### src/rtl/icc_pkg.sv
// package of the interrupt control configuration block
// holds register offsets, field positions, reset values and widths shared by the design files
package icc_pkg;

	// ****************************************
	// register map (byte addresses, one word each)
	// ****************************************
	localparam logic [7:0] ICC_OFS_CONTROL = 8'h00;
	localparam logic [7:0] ICC_OFS_STATUS = 8'h04;
	localparam logic [7:0] ICC_OFS_MASK = 8'h08;
	localparam int ICC_ADDR_BITS = 8;

	// ****************************************
	// control register fields
	// ****************************************
	localparam int ICC_NUM_EXT = 5;
	localparam int ICC_POL_LSB = 0;
	localparam int ICC_PROX_THR_LSB = 8;
	localparam int ICC_PROX_THR_BITS = 3;
	localparam int ICC_MULTI_VEC_BIT = 12;
	localparam logic ICC_MULTI_VEC_RESET = 1'h0;
	localparam logic [2:0] ICC_PROX_THR_RESET = 3'h0;
	localparam logic [2:0] ICC_PROX_THR_OFF = 3'h0;
	localparam logic [4:0] ICC_POL_RESET = 5'h00;

	// ****************************************
	// status and mask layout
	// ****************************************
	localparam int ICC_EVT_BITS = 6;
	localparam int ICC_EVT_PROX_BIT = 5;
	localparam logic [5:0] ICC_EVT_RESET = 6'h00;

	// ****************************************
	// bus encodings
	// ****************************************
	localparam logic [1:0] ICC_HTRANS_NONSEQ = 2'h2;
	localparam logic [1:0] ICC_HTRANS_SEQ = 2'h3;
	localparam logic [2:0] ICC_HSIZE_WORD = 3'h2;
	localparam logic ICC_HRESP_OKAY = 1'h0;

endpackage

### src/rtl/icc_edge_detect.sv
// one external interrupt input: synchroniser and selectable edge detector
// assumes the pin is asynchronous to mclk_in; the polarity comes from the same clock domain
`timescale 1ns/1ps
`default_nettype none

module icc_edge_detect
	import icc_pkg::*;
(
	input wire logic mclk_in,
	input wire logic resetn_in,
	input wire logic pin_in,
	input wire logic rising_in,
	output logic edge_out
);

	typedef struct packed {
		logic sync1;
		logic sync2;
		logic prev;
		logic pulse;
	} icc_edge_state_t;

	icc_edge_state_t s_reg;
	icc_edge_state_t s_next;

	// ****************************************
	// next state
	// ****************************************
	// sync1 is read only by sync2; detection looks at sync2 and its delayed copy
	always_comb begin
		s_next = s_reg;
		s_next.sync1 = pin_in;
		s_next.sync2 = s_reg.sync1;
		s_next.prev = s_reg.sync2;
		if (rising_in) begin
			s_next.pulse = s_reg.sync2 & ~s_reg.prev;
		end else begin
			s_next.pulse = ~s_reg.sync2 & s_reg.prev;
		end
	end

	// registers, synchronous active-low reset
	always_ff @(posedge mclk_in) begin
		if (!resetn_in) begin
			s_reg <= '0;
		end else begin
			s_reg <= s_next;
		end
	end

	assign edge_out = s_reg.pulse;

endmodule

`default_nettype wire

### src/rtl/icc_top.sv
// interrupt control configuration: control register, edge triggering, proximity timer start
// assumes a single AHB-Lite master on mclk_in and asynchronous external interrupt pins
//
// How it works
// the vector configuration bit selects multi-vectored dispatch when 1 and single-vectored when 0.
// a threshold N from 2 to 7 lets interrupts of group priority N or lower start the proximity timer.
// a threshold of 1 lets only group priority 1 interrupts start the proximity timer.
// a threshold of 0 disables the proximity timer so that nothing starts it.
// each of the five external inputs has a polarity bit, 1 for rising edge and 0 for falling edge.
// bits 31 to 13, bit 11 and bits 7 to 5 of the control register always read as zero.
// every implemented control field clears to zero at reset.
`timescale 1ns/1ps
`default_nettype none

module icc_top
	import icc_pkg::*;
#(
	parameter int NUM_EXT = ICC_NUM_EXT
)
(
	input wire logic mclk_in,
	input wire logic resetn_in,
	// AHB-Lite slave
	input wire logic hsel_in,
	input wire logic [31:0] haddr_in,
	input wire logic [1:0] htrans_in,
	input wire logic hwrite_in,
	input wire logic [2:0] hsize_in,
	input wire logic [31:0] hwdata_in,
	input wire logic hready_in,
	output logic [31:0] hrdata_out,
	output logic hreadyout_out,
	output logic hresp_out,
	// external interrupt pins
	input wire logic [NUM_EXT-1:0] ext_irq_in,
	output logic [NUM_EXT-1:0] ext_irq_edge_out,
	// interrupt requests from the priority logic
	input wire logic irq_req_in,
	input wire logic [2:0] irq_group_prio_in,
	output logic prox_timer_start_out,
	output logic prox_timer_enable_out,
	// dispatch mode and interrupt line
	output logic multi_vector_select_out,
	output logic irq_out
);

	// ****************************************
	// elaboration check
	// ****************************************
	// the register layout has room for exactly five polarity bits
	if (NUM_EXT < 1 || NUM_EXT > ICC_NUM_EXT) begin : g_bad_num_ext
		$error("NUM_EXT must lie between 1 and 5");
	end

	typedef struct packed {
		logic multi_vector_select;
		logic [ICC_PROX_THR_BITS-1:0] proximity_timer_threshold;
		logic [ICC_NUM_EXT-1:0] edge_polarity;
		logic [ICC_EVT_BITS-1:0] status;
		logic [ICC_EVT_BITS-1:0] mask;
		logic wr_pending;
		logic [ICC_ADDR_BITS-1:0] wr_addr;
		logic [31:0] rdata;
		logic prox_start;
	} icc_state_t;

	icc_state_t s_reg;
	icc_state_t s_next;

	logic [NUM_EXT-1:0] edge_pulse;
	logic [ICC_EVT_BITS-1:0] evt_set;
	logic [ICC_EVT_BITS-1:0] evt_clr;
	logic addr_phase;
	logic prox_hit;
	logic [ICC_NUM_EXT-1:0] ext_edges;

	// ****************************************
	// external input edge detectors
	// ****************************************
	// polarity is read from the register every cycle, so a new setting applies at once
	for (genvar i = 0; i < NUM_EXT; i++) begin : g_ext
		icc_edge_detect u_edge (
			.mclk_in(mclk_in),
			.resetn_in(resetn_in),
			.pin_in(ext_irq_in[i]),
			.rising_in(s_reg.edge_polarity[ICC_POL_LSB + i]),
			.edge_out(edge_pulse[i])
		);
	end

	// unbuilt inputs never raise an event
	always_comb begin
		ext_edges = '0;
		ext_edges[NUM_EXT-1:0] = edge_pulse;
	end

	// ****************************************
	// proximity timer start decision
	// ****************************************
	// priority 0 is taken as "not an interrupt" and never starts the timer
	always_comb begin
		prox_hit = 1'b0;
		if (s_reg.proximity_timer_threshold == ICC_PROX_THR_OFF) begin
			prox_hit = 1'b0;
		end else if (irq_req_in && irq_group_prio_in != 3'h0) begin
			// threshold 1 reduces to priority 1 only, N reaches N and below
			prox_hit = irq_group_prio_in <= s_reg.proximity_timer_threshold;
		end
	end

	// ****************************************
	// bus decode and event bookkeeping
	// ****************************************
	// transfer accepted on this edge; IDLE and BUSY leave the registers alone
	assign addr_phase = hsel_in && hready_in
		&& (htrans_in == ICC_HTRANS_NONSEQ || htrans_in == ICC_HTRANS_SEQ);

	always_comb begin
		evt_set = '0;
		evt_set[ICC_EVT_PROX_BIT] = prox_hit;
		evt_set[ICC_NUM_EXT-1:0] = ext_edges;
		evt_clr = '0;
		if (s_reg.wr_pending && s_reg.wr_addr == ICC_OFS_STATUS) begin
			evt_clr = hwdata_in[ICC_EVT_BITS-1:0];
		end
	end

	// ****************************************
	// next state
	// ****************************************
	always_comb begin
		s_next = s_reg;
		s_next.prox_start = prox_hit;
		// a new event beats a software clear in the same cycle
		s_next.status = (s_reg.status & ~evt_clr) | evt_set;
		// data phase of a write lands here
		if (s_reg.wr_pending) begin
			case (s_reg.wr_addr)
				ICC_OFS_CONTROL: begin
					s_next.multi_vector_select = hwdata_in[ICC_MULTI_VEC_BIT];
					s_next.proximity_timer_threshold =
						hwdata_in[ICC_PROX_THR_LSB +: ICC_PROX_THR_BITS];
					s_next.edge_polarity = hwdata_in[ICC_POL_LSB +: ICC_NUM_EXT];
				end
				ICC_OFS_MASK: begin
					s_next.mask = hwdata_in[ICC_EVT_BITS-1:0];
				end
				default: begin
					s_next.mask = s_reg.mask; // status handled above, others ignored
				end
			endcase
		end
		// address phase: only whole-word transfers write
		s_next.wr_pending = addr_phase && hwrite_in && hsize_in == ICC_HSIZE_WORD;
		s_next.wr_addr = {haddr_in[ICC_ADDR_BITS-1:2], 2'h0};
		// read data built from next values so a write just before is seen
		s_next.rdata = 32'h0000_0000;
		if (addr_phase && !hwrite_in) begin
			case ({haddr_in[ICC_ADDR_BITS-1:2], 2'h0})
				ICC_OFS_CONTROL: begin
					// unimplemented positions stay zero
					s_next.rdata[ICC_MULTI_VEC_BIT] = s_next.multi_vector_select;
					s_next.rdata[ICC_PROX_THR_LSB +: ICC_PROX_THR_BITS] =
						s_next.proximity_timer_threshold;
					s_next.rdata[ICC_POL_LSB +: ICC_NUM_EXT] = s_next.edge_polarity;
				end
				ICC_OFS_STATUS: begin
					s_next.rdata[ICC_EVT_BITS-1:0] = s_next.status;
				end
				ICC_OFS_MASK: begin
					s_next.rdata[ICC_EVT_BITS-1:0] = s_next.mask;
				end
				default: begin
					s_next.rdata = 32'h0000_0000; // unmapped reads as zero
				end
			endcase
		end
		// outside the address range the upper address bits must be zero
		if (haddr_in[31:ICC_ADDR_BITS] != '0) begin
			s_next.wr_pending = 1'b0;
			s_next.rdata = 32'h0000_0000;
		end
	end

	// ****************************************
	// registers
	// ****************************************
	// synchronous reset leaves single-vector mode, timer off, falling edges
	always_ff @(posedge mclk_in) begin
		if (!resetn_in) begin
			s_reg.multi_vector_select <= ICC_MULTI_VEC_RESET;
			s_reg.proximity_timer_threshold <= ICC_PROX_THR_RESET;
			s_reg.edge_polarity <= ICC_POL_RESET;
			s_reg.status <= ICC_EVT_RESET;
			s_reg.mask <= ICC_EVT_RESET;
			// no half transfer survives a reset
			s_reg.wr_pending <= 1'b0;
			s_reg.wr_addr <= '0;
			s_reg.rdata <= 32'h0000_0000;
			s_reg.prox_start <= 1'b0;
		end else begin
			s_reg <= s_next;
		end
	end

	// ****************************************
	// outputs
	// ****************************************
	assign hrdata_out = s_reg.rdata;
	assign hreadyout_out = 1'b1; // zero wait states
	// never an error: unmapped places simply read zero
	assign hresp_out = ICC_HRESP_OKAY;
	assign ext_irq_edge_out = edge_pulse;
	assign prox_timer_start_out = s_reg.prox_start;
	// enable follows the stored threshold alone, not the request lines
	assign prox_timer_enable_out = s_reg.proximity_timer_threshold != ICC_PROX_THR_OFF;
	assign multi_vector_select_out = s_reg.multi_vector_select;
	assign irq_out = |(s_reg.status & s_reg.mask);

endmodule

`default_nettype wire

### config.mk
export PLATFORM = sky130hd
export DESIGN_NAME = icc_top
export DESIGN_NICKNAME = d
export VERILOG_FILES = /design/src/rtl/icc_pkg.sv /design/src/rtl/icc_edge_detect.sv /design/src/rtl/icc_top.sv
export SDC_FILE = /design/constraint.sdc
export NUM_CORES = 1
export LEC_CHECK = 0
export ABC_CLOCK_PERIOD_IN_PS = 2500
export BUFFER_PORTS_ARGS = -buffer_cell sky130_fd_sc_hd__buf_2
export CORE_MARGIN = 2
export CORE_UTILIZATION = 49
export DETAILED_ROUTE_END_ITERATION = 7
export PLACE_DENSITY_LB_ADDON = 0.25
export SETUP_SLACK_MARGIN = 0.3
export SLEW_MARGIN = 20
export SYNTH_ARGS = -nofsm -noshare
export SYNTH_HDL_FRONTEND = slang
export SYNTH_SLANG_ARGS = --single-unit
### constraint.sdc
create_clock -name mclk_in -period 2.5 [get_ports mclk_in]
set_input_delay 0.25 -clock mclk_in [delete_from_list [all_inputs] [get_ports mclk_in]]
set_output_delay 0.25 -clock mclk_in [all_outputs]
set_load 0.05 [all_outputs]
==> out/metrics.cfg, run 1 <==
[global_route]
grt_overflow=0
grt_pass1_wl_um=7570
grt_pass1_vias=1724
grt_max_degree=28
track_usage=0.180
antenna_found_initial=0

[cts]
cts.clk_slew.worst_paths_ns=0.06
numCtsBuffers=9
htree_levels=3
clock_sinks=59
post_cts_resized=0
cts_hold_buffers=0
clock_path_buffers=2
cts-root-buf=clkbuf_8
tritoncts=yes
cts_setup_buffers=0
insertion_delay_ns=0.33

[yosys]
ys_seq_elements=59
synth_cell_type_count=37
postSynthAreaPerCell_sq_um=9.64
netlist_area_sq_um=2510
ys_warn_count=0
synth-seq-area-share=0.470
syn-instance-count=261

[min_path]
worstHoldPathCells=2
min_from=ext_irq_in[2]
min_path_type=input port to flop

[power]
p_sw_uw=462
vdd_ir_drop_max_mv=0.366
pwr-share-comb=0.090
power.share.clock=0.412
internal_power_uw=1480
swShare=0.238
power.leakage_uw=0.00142
powerDensity_nw_per_um2=656
seqPwrFrac=0.498

[worst_setup_path]
worstSetupStartpointType=flop
critical_path_required_ns=2.74
crit_path_max_incr_delay_ns=0.45
r2r.worst_path.cells=5
rr_startpoint=s_reg[41]$_SDFF_PP0_
crit_arrival_ns=2.06
startpoint=s_reg[41]$_SDFF_PP0_
critPathSlowestCell=nand4b_1
path_max_fanout=6
worstSetupPathType=flop to flop
worstSetupEndpointType=flop
path_cells=nor3b_1 -> nand4b_1 -> mux2i_1 -> o22a_2 -> a21boi_0

[sta]
tns_ns=0
slew_violations=0
relSlewSlack=0.532
worst_pin_slew_ns=0.702
setup_viol=0
max_freq_mhz=551
min_period_over_period=0.726
hold_viol_final=0
fin_skew_ns=0.00266
rsz0062_at_grt=false
fin_ws_ns=0.686
min_period_ns=1.81

[placed_design]
dp_cells=387
place.gp.congestion=0.727
dp_hpwl_um=3430
place_ws_ns=0.538
port_buffers=76

[cells_and_area]
drive_gt1_frac=0.303
nets=414
area.growth.synth_to_final_pct=17.6
final_cells=403
antenna_cells=0
largest_reg_flops=27

[detailed_routing]
vias_per_cell=4.65
dr_total_vias=1875
drc=0
drt-initial-drc-count=35
route.antenna.remaining_nets=0
wirelength_um=4610
routedWlPerCell_um=11.4
dr.pass1.iters=4

[die]
start_util=0.499
rows=26
die_h_um=75.6
die_w_um=75.6
dieArea_sq_um=5720
coreArea_sq_um=5040
ios=126

[status]
status=finished, final reports clean

[run]
cap_violations=0

==> worst max-delay path: cells and delay by family, from the launching register on <==
family             cells  cell delay, ns
DFF                    1            0.31
muxes                  1            0.25
AOI/OAI and AO/OA      2            0.43
and+or+nand+nor        2            0.74
==> per-layer routing <==
layer	GRT usage	up-vias	wire (um)
met4	0.0877	0	82
met3	0.0569	6	263
met2	0.296	54	2200
met1	0.214	851	2060
met5	0	-	0
li1	-	964	-
==> per-stage QoR <==
stage / area (sq um) / utilization / total power, uW / hold WS [ns]
floorplan: 2600 / - / 1130 / 0.372
global placement: 2770 / 0.548 / 1160 / 0.414
detailed placement: 2770 / 0.548 / 1160 / 0.420
CTS: 2960 / 0.586 / 1970 / 0.112
global route: 2960 / 0.586 / 2030 / 0.121
finish: 2960 / 0.586 / 1940 / 0.125
==> power by group through the flow <==
stage	clock network, uW	logic (uW)	registers, uW
floorplan	0	148	984
global placement	0	173	986
detailed placement	0	175	986
CTS	824	175	966
global route	869	191	967
finish	798	175	966
==> placed cells by master (no fill, tap or decap), types with 2 or more instances in the layout <==
master and count:
o21a_1 6, nor2_1 34, a21oi_1 6, o22a_2 5, nor4_1 4, conb_1 24, nor3b_1 2, inv_1 5
clkbuf_1 2, o21ai_0 7, a22oi_1 3, nor3_1 2, nor4b_1 4, mux2i_1 15, buf_2 76, and2_1 20
clkbuf_8 13, buf_4 3, nand2_1 6, a21boi_0 10, nor2b_1 4, ha_1 3, or3_1 2, nand3_1 4
dfxtp_1 59
==> cells in the mapped netlist <==
cell / count / area [sq um]
o22a_2: 5 / 50.1
inv_1: 5 / 18.8
nor2b_1: 4 / 25.0
nand4b_1: 1 / 8.76
o311a_1: 1 / 10.0
nor4_1: 4 / 25.0
o21a_1: 6 / 45.0
conb_1: 2 / 7.51
a21boi_1: 1 / 7.51
a21oi_1: 6 / 30.0
dfxtp_1: 59 / 1180
o21ai_0: 7 / 35.0
a21boi_0: 10 / 75.1
nor3_1: 2 / 10.0
clkbuf_1: 5 / 18.8
and2_1: 20 / 125
mux2i_1: 15 / 150
a21bo_2: 1 / 10.0
or4bb_1: 1 / 11.3
buf_4: 39 / 293
nor2_1: 34 / 128
a22oi_1: 3 / 22.5
nor4_4: 1 / 21.3
and3_1: 1 / 6.26
nor3b_1: 2 / 15.0
a211oi_1: 1 / 7.51
or3_1: 2 / 12.5
nand3_1: 4 / 20.0
buf_6: 1 / 11.3
nand3b_1: 1 / 7.51
ha_1: 3 / 37.5
and2_2: 1 / 7.51
nor4b_1: 4 / 35.0
nand2_1: 6 / 22.5
or4_1: 1 / 7.51
nand4_1: 1 / 6.26
and4b_1: 1 / 10.0
==> logic make-up (layout without fill, tap and decap cells) <==
group           after synthesis  after routing  share of synthesized area
simple gates                 91             91                      0.200
flops                        59             59                      0.470
fa+ha+maj                     3              3                     0.0149
other cells                   2             24                    0.00299
mux                          15             15                     0.0597
buf+inv                      50            100                      0.136
compound gates               41             41                      0.116
==> cell type report <==
cell class / instances / area [sq um]
well taps: 70 / 87.6
multi-input cells: 174 / 1070
inverters: 5 / 18.8
repair buffers: 79 / 403
flip-flops and latches: 59 / 1180
clock inverters: 1 / 5.00
fillers: 464 / 2090
clock buffers: 15 / 186
==> final timing paths <==
| path | end | slack [ns] |
|---|---|---|
| worst max register to register | hrdata_out[1]$_SDFF_PP0_ | 0.69 |
| worst min register to register | g_ext[2].u_edge.s_next[1]$_SDFF_PN0_ | 0.43 |
| worst min-delay path | g_ext[2].u_edge.s_next[2]$_SDFF_PN0_ | 0.13 |
| worst max-delay path | hrdata_out[1]$_SDFF_PP0_ | 0.69 |
Power figures use the tool's default switching activity.
==> run 2, diff against run 1 <==
Settings changed: ABC_CLOCK_PERIOD_IN_PS 2500 to 1500, CORE_UTILIZATION 49 to 41.
Clock period 2.5 ns to 1.5 ns, I/O delays scaled along.
==> run 2 against run 1 <==
  * Largest power group is now the clock network
  * Critical path type unchanged
  * Critical path depth rose by 1
  * Largest cell class is now multi-input combinational cells
  * Critical endpoint is now hrdata_out[4]$_SDFF_PP0_
  * Non-clock buffer count rose by 14
  * Cell area rose by 15%
==> out/metrics.cfg, run 2 (synthesis results as in run 1) <==
[status]
status=finished, final reports clean

[power]
p_total_uw=3760  ; +94%
powerDensity_nw_per_um2=1110  ; +69%
power.leakage_uw=0.00151  ; +6.4%
vdd_ir_drop_max_mv=0.835  ; +130%

[min_path]
min_path_type=input port to flop

[placed_design]
port_buffers=76  ; unchanged
dp_hpwl_um=3780  ; +10%
place.gp.congestion=0.723  ; -0.59%

[sta]
min_period_ns=1.45  ; -0.360 ns
setup_viol=0  ; unchanged
rsz0062_at_grt=true
hold_viol_final=0  ; unchanged
hold_slack_ns=0.0168  ; -0.109 ns
min_period_over_period=0.969  ; +0.244
fin_skew_ns=0.00834  ; +0.00568 ns
slew_violations=0  ; unchanged
max_freq_mhz=688  ; +25%

[cells_and_area]
nFillCells=530  ; +14%
drive_gt1_frac=0.444  ; +0.141
area.growth.synth_to_final_pct=34.8
nets=428  ; +3.4%
final_common_cell=buf_2
largest_reg_flops=27  ; unchanged
antenna_cells=0  ; unchanged
layout_common_cells=74 x buf_2, 54 x dfxtp_1, 33 x nor2_1, 24 x conb_1, 20 x and2_1

[worst_setup_path]
worstSetupEndpointType=flop
rr_startpoint=s_reg[40]$_SDFF_PN0_
critical_path_required_ns=1.77  ; -0.97 ns
crit_arrival_ns=1.72  ; -0.34 ns
path_max_fanout=3  ; -3
reg2reg_slack_ns=0.05  ; -0.64 ns
r2r.worst_path.cells=6  ; +1
startpoint=s_reg[40]$_SDFF_PN0_
worstSetupPathType=flop to flop
worst_r2r_endpoint=hrdata_out[4]$_SDFF_PP0_
setup.worst_path.end=hrdata_out[4]$_SDFF_PP0_
worstSetupStartpointType=flop

[detailed_routing]
route.antenna.remaining_nets=0  ; unchanged
drt-met1-wl_um=2190  ; +6.0%
dr_wl_met3_um=328  ; +25%
drt-initial-drc-count=71  ; +100%
drc=0  ; unchanged
wirelength_um=5220  ; +13%
dr_total_vias=1945  ; +3.7%
routedWlPerCell_um=12.4  ; +8.3%
dr.pass1.iters=4  ; unchanged
top_layer_used=met4
route.met2.wl_um=2620  ; +19%
vias_per_cell=4.61  ; -0.94%

[cts]
htree_levels=3  ; unchanged
cts-root-buf=clkbuf_8
clock_sinks=59  ; unchanged
clock_path_buffers=2  ; unchanged
cts_hold_buffers=0  ; unchanged
cts.clk_slew.worst_paths_ns=0.07  ; about the same
numCtsBuffers=9  ; unchanged
insertion_delay_ns=0.33  ; about the same
tritoncts=yes

[die]
die_w_um=82.3  ; +8.8%
coreArea_sq_um=5920  ; +17%
dieArea_sq_um=6780  ; +18%
start_util=0.425  ; -0.0740
die_h_um=82.3  ; +8.8%
ios=126  ; unchanged
rows=28  ; +7.7%

[global_route]
grt_pass1_wl_um=8460  ; +12%
grt_overflow=0  ; unchanged
antenna_found_initial=0  ; unchanged
grt_pass1_vias=1905  ; +10%
track_usage=0.169  ; -0.0112
grt_max_degree=28  ; unchanged

[run]
cap_violations=0  ; unchanged

[run 2: cell count changes in the layout (fill, tap and decap cells not counted), sizes merged]
cell    change
buf        +14
bufinv      +3
clkbuf      -3
[run 2: per-layer routing]
metal,vias up,track usage
met5,-,0
met2,53,0.295
met4,0,0.0650
li1,993,-
met3,8,0.0620
met1,891,0.186
[run 2: power by group]
group | internal [uW] | total [uW] | switching [uW]
clock network | 1240 | 1830 | 595
logic | 103 | 325 | 222
registers | 1590 | 1610 | 14.1
[run 2: layout make-up]
type	count	area (sq um)	share of cell area
Multi-Input combinational cell	174	1280	0.378
Tap cell	75	93.8	0.0277
Timing Repair Buffer	93	544	0.161
Sequential cell	59	1190	0.352
Inverter	5	18.8	0.00554
Clock buffer	12	165	0.0487
Clock inverter	4	95.1	0.0281
[run 2: worst max-delay path, stage by stage, from the launching register on]
cell	delay, ns
dfxtp_1	0.30
nor2_1	0.23
nand3_2	0.17
buf_6	0.17
mux2i_2	0.15
o22a_2	0.23
a21boi_2	0.13
[run 2: per-stage QoR]
| step | area (sq um) | cells | worst slack (ns) | util | TNS (ns) |
|---|---|---|---|---|---|
| floorplan | 2620 | 283 | -0.0878 | - | -0.349 |
| global placement | 2880 | 404 | -0.236 | 0.486 | -2.10 |
| detailed placement | 2880 | 404 | -0.271 | 0.486 | -2.33 |
| CTS | 3240 | 421 | 0.0423 | 0.548 | 0 |
| global route | 3390 | 422 | -0.0344 | 0.572 | -0.0860 |
| finish | 3390 | 422 | 0.0459 | 0.572 | 0 |
[run 2: worst min path at each step]
stage / start / to / cells past startpoint / slack, ns
after floorplan: haddr_in[2] / s_reg[35]$_SDFF_PN0_ / 1 / 0.27
after global placement: ext_irq_in[2] / g_ext[2].u_edge.s_next[2]$_SDFF_PN0_ / 2 / 0.36
after detailed placement: ext_irq_in[4] / g_ext[4].u_edge.s_next[2]$_SDFF_PN0_ / 2 / 0.36
after CTS: ext_irq_in[1] / g_ext[1].u_edge.s_next[2]$_SDFF_PN0_ / 2 / 0.002
after global routing: ext_irq_in[4] / g_ext[4].u_edge.s_next[2]$_SDFF_PN0_ / 2 / 0.008
final: ext_irq_in[1] / g_ext[1].u_edge.s_next[2]$_SDFF_PN0_ / 2 / 0.02
[run 2: timing repair]
item | CTS | global route
pin swaps | 15 | 12
buffers inserted | 1 | 1
resized for setup | 33 | 31
setup endpoints to repair | 34 | 34
